===== config.mk =====
export PLATFORM = sky130hd
export DESIGN_NAME = analog_compare_event_logic
export DESIGN_NICKNAME = d
export VERILOG_FILES = /design/src/include/cmp_event_pkg.sv /design/src/hw/analog_compare_event_logic.sv
export SDC_FILE = /design/constraint.sdc
export NUM_CORES = 1
export LEC_CHECK = 0
export BUFFER_PORTS_ARGS = -buffer_cell sky130_fd_sc_hd__buf_4
export CAP_MARGIN = 15
export CORE_MARGIN = 4
export CORE_UTILIZATION = 44
export DETAILED_ROUTE_END_ITERATION = 10
export HOLD_SLACK_MARGIN = 0.06
export MAX_ROUTING_LAYER = met4
export PLACE_DENSITY_LB_ADDON = 0.12
export SYNTH_ARGS = -nofsm -noshare
export SYNTH_HDL_FRONTEND = slang
export SYNTH_SLANG_ARGS = --single-unit

===== constraint.sdc =====
create_clock -name clk -period 3 [get_ports clk]
set_clock_uncertainty 0.2 [all_clocks]
set_input_delay 0.3 -clock clk [delete_from_list [all_inputs] [get_ports clk]]
set_output_delay 0.3 -clock clk [all_outputs]
set_load 0.02 [all_outputs]

===== src/include/cmp_event_pkg.sv =====
// constants for the analog compare event logic: register map, fields, timing
// assumes a byte-wide register port with 8-bit addresses
package cmp_event_pkg;
    localparam int ADDR_W = 8;
    localparam int DATA_W = 8;
    // register offsets
    localparam logic [7:0] OFS_CONTROL = 8'h00;
    localparam logic [7:0] OFS_STATUS = 8'h01;
    localparam logic [7:0] OFS_IRQ_MASK = 8'h02;
    // control register fields
    localparam int CTL_ENABLE = 7;
    localparam int CTL_IRQ_EN = 6;
    localparam int CTL_CAPTURE = 5;
    localparam int CTL_PIN_EN = 4;
    localparam int CTL_EDGE_HI = 1;
    localparam int CTL_EDGE_LO = 0;
    localparam logic [7:0] CTL_WRITE_MASK = 8'hF3;
    localparam logic [7:0] CTL_RESET = 8'h00;
    // status register fields
    localparam int STS_FLAG = 7;
    localparam int STS_RESULT = 6;
    localparam logic [7:0] MASK_RESET = 8'h80;
    // edge select encoding
    localparam logic [1:0] EDGE_OFF = 2'h0;
    localparam logic [1:0] EDGE_RISE = 2'h1;
    localparam logic [1:0] EDGE_FALL = 2'h2;
    localparam logic [1:0] EDGE_BOTH = 2'h3;
    // initialization hold
    localparam int HOLD_CYCLES = 63;
    localparam logic [5:0] HOLD_LAST = 6'(HOLD_CYCLES - 1);
    localparam logic [7:0] READ_IDLE = 8'h00;
endpackage


===== src/hw/analog_compare_event_logic.sv =====
// digital control around an analog comparator: sync, start-up hold, edge flag, irq
// assumes raw_compare_result comes from the analog core asynchronously to clk
// Functional notes
// - after enable, downstream logic holds its value for 63 clock cycles
// - held value resets to zero; true result after hold sets flag
// - held value survives disable; opposite result after re-enable sets flag
// - capture route enable forwards gated result to timer capture channel 5
// - only the synchronized result feeds status bit and flag setting
// - edge select picks rising, falling, either, or no flag setting
// - interrupt request high while irq enable, irq mask bit 7 and event flag are all set
// - writing one clears the flag, zero leaves it, events set it
// - status bit 7 is the flag (write one to clear), bit 6 the synced result, read only
// - pin enable drives the raw unsynchronized result to the output pin
//
// Chosen here: the register offsets and the strobed register port.
`timescale 1ns/1ps
`default_nettype none
module analog_compare_event_logic
(
    // clock and reset
    input wire logic clk,
    input wire logic reset_n,
    // register port
    input wire logic [cmp_event_pkg::ADDR_W-1:0] reg_addr,
    input wire logic [cmp_event_pkg::DATA_W-1:0] reg_wdata,
    input wire logic reg_write,
    input wire logic reg_read,
    output logic [cmp_event_pkg::DATA_W-1:0] reg_rdata,
    // analog core
    input wire logic raw_compare_result,
    output logic comparator_enable,
    // timer capture channel 5
    output logic capture_ch5_in,
    // output pin
    output logic result_pin_out,
    output logic result_pin_oe,
    // interrupt
    output logic irq
);
    import cmp_event_pkg::*;

    ////////////////////////////////////////////////////////////////////////////
    // edge decode shared by flag logic

    function automatic logic edge_hit(input logic [1:0] sel, input logic prev,
                                      input logic cur);
        logic rise;
        logic fall;
        rise = ~prev & cur;
        fall = prev & ~cur;
        case (sel)
            EDGE_RISE: edge_hit = rise;
            EDGE_FALL: edge_hit = fall;
            EDGE_BOTH: edge_hit = rise | fall;
            default: edge_hit = 1'b0;
        endcase
    endfunction

    ////////////////////////////////////////////////////////////////////////////
    // state

    typedef enum logic [1:0] {ST_OFF, ST_HOLD, ST_RUN} phase_e;

    phase_e phase_r, phase_nxt;
    logic [5:0] hold_cnt_r, hold_cnt_nxt;
    logic [7:0] control_r, control_nxt;
    logic [7:0] mask_r, mask_nxt;
    logic flag_r, flag_nxt;
    logic sync1_r, sync1_nxt;
    logic sync2_r, sync2_nxt;
    logic gated_r, gated_nxt;
    logic [7:0] rdata_r, rdata_nxt;
    logic capture_r, capture_nxt;
    logic pin_r, pin_nxt;
    logic pin_oe_r, pin_oe_nxt;
    logic irq_r, irq_nxt;
    logic wr_ctl, wr_sts, wr_mask;
    logic event_hit;

    assign wr_ctl = reg_write && (reg_addr == OFS_CONTROL);
    assign wr_sts = reg_write && (reg_addr == OFS_STATUS);
    assign wr_mask = reg_write && (reg_addr == OFS_IRQ_MASK);

    ////////////////////////////////////////////////////////////////////////////
    // sync, hold and edge detection

    // gated_r is the held value: it only follows the synchronizer in ST_RUN,
    // so a disable freezes it and the next hold compares against it
    assign event_hit = (phase_r == ST_RUN)
        && edge_hit(control_r[CTL_EDGE_HI:CTL_EDGE_LO], gated_r, sync2_r);

    always_comb
    begin
        sync1_nxt = raw_compare_result;
        sync2_nxt = sync1_r;
        phase_nxt = phase_r;
        hold_cnt_nxt = hold_cnt_r;
        gated_nxt = gated_r;
        case (phase_r)
            ST_OFF:
            begin
                if (wr_ctl && reg_wdata[CTL_ENABLE])
                begin
                    phase_nxt = ST_HOLD;
                    hold_cnt_nxt = 6'h00;
                end
            end
            ST_HOLD:
            begin
                // raw path ignored while counting out the start-up window
                if (hold_cnt_r == HOLD_LAST)
                    phase_nxt = ST_RUN;
                else
                    hold_cnt_nxt = hold_cnt_r + 6'h01;
            end
            ST_RUN:
            begin
                gated_nxt = sync2_r;
            end
            default: phase_nxt = ST_OFF;
        endcase
        if (wr_ctl && !reg_wdata[CTL_ENABLE])
            phase_nxt = ST_OFF;
    end

    ////////////////////////////////////////////////////////////////////////////
    // registers and flag

    always_comb
    begin
        control_nxt = control_r;
        mask_nxt = mask_r;
        flag_nxt = flag_r;
        if (wr_ctl)
            control_nxt = reg_wdata & CTL_WRITE_MASK;
        if (wr_mask)
            mask_nxt = reg_wdata & MASK_RESET;
        if (wr_sts && reg_wdata[STS_FLAG])
            flag_nxt = 1'b0;
        // set beats a same-cycle clear
        if (event_hit)
            flag_nxt = 1'b1;
        rdata_nxt = READ_IDLE;
        if (reg_read)
        begin
            case (reg_addr)
                OFS_CONTROL: rdata_nxt = control_r;
                OFS_STATUS: rdata_nxt = {flag_r, sync2_r, 6'h00};
                OFS_IRQ_MASK: rdata_nxt = mask_r;
                default: rdata_nxt = READ_IDLE;
            endcase
        end
        capture_nxt = control_nxt[CTL_CAPTURE] & gated_nxt;
        pin_oe_nxt = control_nxt[CTL_PIN_EN];
        // the pin is registered here, so it trails the raw result by one clock
        pin_nxt = control_nxt[CTL_PIN_EN] & raw_compare_result;
        irq_nxt = control_nxt[CTL_IRQ_EN] & mask_nxt[STS_FLAG] & flag_nxt;
    end

    always_ff @(posedge clk)
    begin
        if (!reset_n)
        begin
            phase_r <= ST_OFF;
            hold_cnt_r <= 6'h00;
            control_r <= CTL_RESET;
            mask_r <= MASK_RESET;
            flag_r <= 1'b0;
            sync1_r <= 1'b0;
            sync2_r <= 1'b0;
            gated_r <= 1'b0;
            rdata_r <= READ_IDLE;
            capture_r <= 1'b0;
            pin_r <= 1'b0;
            pin_oe_r <= 1'b0;
            irq_r <= 1'b0;
        end
        else
        begin
            phase_r <= phase_nxt;
            hold_cnt_r <= hold_cnt_nxt;
            control_r <= control_nxt;
            mask_r <= mask_nxt;
            flag_r <= flag_nxt;
            sync1_r <= sync1_nxt;
            sync2_r <= sync2_nxt;
            gated_r <= gated_nxt;
            rdata_r <= rdata_nxt;
            capture_r <= capture_nxt;
            pin_r <= pin_nxt;
            pin_oe_r <= pin_oe_nxt;
            irq_r <= irq_nxt;
        end
    end

    assign reg_rdata = rdata_r;
    assign comparator_enable = control_r[CTL_ENABLE];
    assign capture_ch5_in = capture_r;
    assign result_pin_out = pin_r;
    assign result_pin_oe = pin_oe_r;
    assign irq = irq_r;
endmodule
`default_nettype wire


==> results.txt <==
CP Launch Type -> input port
Vias -> 1044
# fillers -> 224
Mapped Area -> 1200 sq um
WP data required -> 3060 ps
hold_buf cts -> 12
worst min path class -> input port to flop
power per cell area -> 417 nW/um^2
maximum clock frequency -> 420 MHz
sequential share of power -> 0.557
Post CTS Setup Buffer Count -> 0
layout cells sized above 1 -> 0.220
clk_lat worst skew -> 330 ps
WL final -> 2540 microns
peak supply drop -> 0.513 mV
row cnt -> 18
wire per inst -> 12.5 microns
Initial DRC Count -> 39
Register Area -> 561 sq um
fin util -> 0.633
Post-Syn Area per Cell -> 9.19 sq um
switching part of the total power -> 0.200
Crit Path Category -> input port to flop
setup violators final -> 0
Sw Pwr -> 0.000134 W
core area -> 2540 sq um
die area -> 3640 sq um
LEAKAGE -> 0.712 nW
Mapped Cells -> 131
nets -> 199
status -> complete, no violations
antenna violations before repair -> 0
Synthesis Warnings -> 0
DRC viols -> 0
# IOs -> 34
cts bufs inserted -> 3
post-layout minimum cycle time -> 2380 ps
Die Wd -> 60.3 microns
CTS tree -> yes
Cell Area, Placed -> 1440 sq um
H-tree levels -> 1
area of the multi-input gates -> 604 sq um
TritonRoute pass-1 iters -> 4
CTS Sinks -> 28
final period utilization -> 0.794
Setup TNS -> 0 ps
clock buffer depth -> 2
largest net degree at the start of global routing -> 17
Clk pwr share -> 0.368
area grow syn2layout -> 33.9%
Max Cap Violations -> 0
Via density -> 5.14
Comb power frac -> 0.075
placed insts -> 187
global-route usage over all layers -> 0.150
GRT overflow -> 0
Setup crit end kind -> flop
Detail Route Antenna Nets -> 0
total power -> 0.000672 W
final instance area -> 1610 sq um
Seq cells post-synth -> 28
vias in the first global route -> 935
CTS Root Cell -> clkbuf_4
PostCTS Resize Cnt -> 0
Final Non-Filler Cells -> 203
Crit path arrival time -> 2440 ps
starting density of the core -> 0.473
RD Place Congestion -> 0.785
Post-DP HPWL -> 1860 microns
Synth cell types -> 30
Slew Limit Fails -> 0
first-pass GRT wire length -> 3950 microns
Internal Power -> 0.000538 W
RSZ-0062 raised after global routing -> no
Reg clk slew, reported paths -> 140 ps
Seq/Total Area, Yosys -> 0.466
CP max FO -> 2
PortBufs -> 29
Diodes inserted -> 0
Die Y -> 60.3 microns
final hold violation count -> 0
logic make-up after synthesis:
logic type               count (synthesis)  share of synthesized area
AO/OA/AOI/OAI                           22                      0.110
adder cells (fa/ha/maj)                  4                     0.0416
buffers and inverters                    9                     0.0353
flip-flops                              28                      0.466
multiplexers                             9                     0.0748
other                                    1                    0.00312
AND/OR/NAND/NOR                         58                      0.269
critical path, stage by stage:
cell,delay [ps]
dlygate4sd3_1,530
buf_4,130
nor2_1,110
dlygate4sd3_1,560
nand2_1,50
dlygate4sd3_1,570
nor3_1,180
power by group through the flow:
stage                     registers, W  clock network (W)  logic (W)
after detailed placement      0.000382                  0  0.0000398
final                         0.000374           0.000247  0.0000505
after CTS                     0.000374           0.000254  0.0000505
after global routing          0.000375           0.000269  0.0000546
after floorplan               0.000382                  0  0.0000173
after global placement        0.000382                  0  0.0000391
per-stage QoR:
| step | hold slack, ps | worst slack (ps) |
|---|---|---|
| CTS | 73.7 | 642 |
| global placement | 220 | 967 |
| finish | 91.1 | 617 |
| detailed placement | 221 | 932 |
| floorplan | 162 | 1320 |
| global route | 74.5 | 489 |
per-layer routing:
layer | GRT usage | vias to the layer above | part of all wire | routed length, microns
met3 | 0.0389 | 2 | 0.059 | 150
met4 | 0.0380 | 0 | 0.0063 | 16
met2 | 0.252 | 25 | 0.47 | 1200
li1 | - | 540 | - | -
met1 | 0.178 | 477 | 0.46 | 1170
met5 | - | - | 0 | 0
sequential cells by signal (all words and copies together), names as in the netlist:
name and cells:
control_r 6, hold_cnt_r 6, reg_rdata 6, phase_r 2, capture_ch5_in 1, flag_r 1
gated_r 1, irq 1, mask_r 1, result_pin_out 1, sync1_r 1, sync2_r 1
synth_stat cells:
cell / number / area (sq um)
a2111oi_0: 1 / 8.76
a211o_1: 1 / 8.76
a21boi_0: 1 / 7.51
a21o_1: 1 / 7.51
a21oi_1: 5 / 25.0
a21oi_2: 1 / 8.76
a31oi_1: 5 / 31.3
and2_1: 7 / 43.8
and3_1: 1 / 6.26
and4bb_2: 1 / 12.5
buf_2: 1 / 5.00
buf_4: 2 / 15.0
clkbuf_1: 1 / 3.75
conb_1: 1 / 3.75
dfxtp_1: 28 / 561
ha_1: 4 / 50.1
inv_1: 5 / 18.8
mux2i_1: 9 / 90.1
nand2_1: 9 / 33.8
nand2b_1: 4 / 25.0
nand3_1: 5 / 25.0
nand3_2: 1 / 10.0
nand4_1: 1 / 6.26
nand4b_2: 1 / 15.0
nor2_1: 14 / 52.6
nor2b_1: 4 / 25.0
nor3_1: 8 / 40.0
nor3b_1: 1 / 7.51
nor4_4: 1 / 21.3
o21ai_0: 7 / 35.0
cell type report:
cell class / count / share of cell area
Timing Repair Buffer: 41 / 0.210
Sequential cell: 28 / 0.348
Clock buffer: 3 / 0.0140
Tap cell: 30 / 0.0233
Multi-Input combinational cell: 95 / 0.375
Clock inverter: 1 / 0.0186
Inverter: 5 / 0.0116
cell usage in the layout, fill, tap and decap left out:
| cell | n |
|---|---|
| nand4b_2 | 1 |
| buf_4 | 29 |
| dfxtp_1 | 28 |
| nand3_2 | 1 |
| ha_1 | 4 |
| nand2_1 | 9 |
| and2_1 | 7 |
| nor3_1 | 8 |
| o21ai_0 | 7 |
| nor2b_1 | 4 |
| inv_1 | 5 |
| and4bb_2 | 1 |
| a31oi_1 | 5 |
| nor4_4 | 1 |
| conb_1 | 2 |
| nand2b_1 | 4 |
| a21oi_2 | 1 |
| clkbuf_4 | 3 |
| and3_1 | 1 |
| a21oi_1 | 5 |
| nor3b_1 | 1 |
| a21o_1 | 1 |
| nor2_1 | 14 |
| a2111oi_0 | 1 |
| a211o_1 | 1 |
| nand3_1 | 5 |
| bufinv_16 | 1 |
| mux2i_1 | 9 |
| nand4_1 | 1 |
| a21boi_0 | 1 |
| dlygate4sd3_1 | 12 |
worst paths after layout:
check	startpoint	end	slack [ps]	depth (start not counted)
min	reg_read	reg_rdata[7]	90	3
min reg2reg	sync1_r	sync2_r	250	1
max	reg_addr[6]	reg_rdata[7]	620	7
max reg2reg	sync2_r	irq	1140	6
No activity file was read; power rests on OpenSTA's default activity.
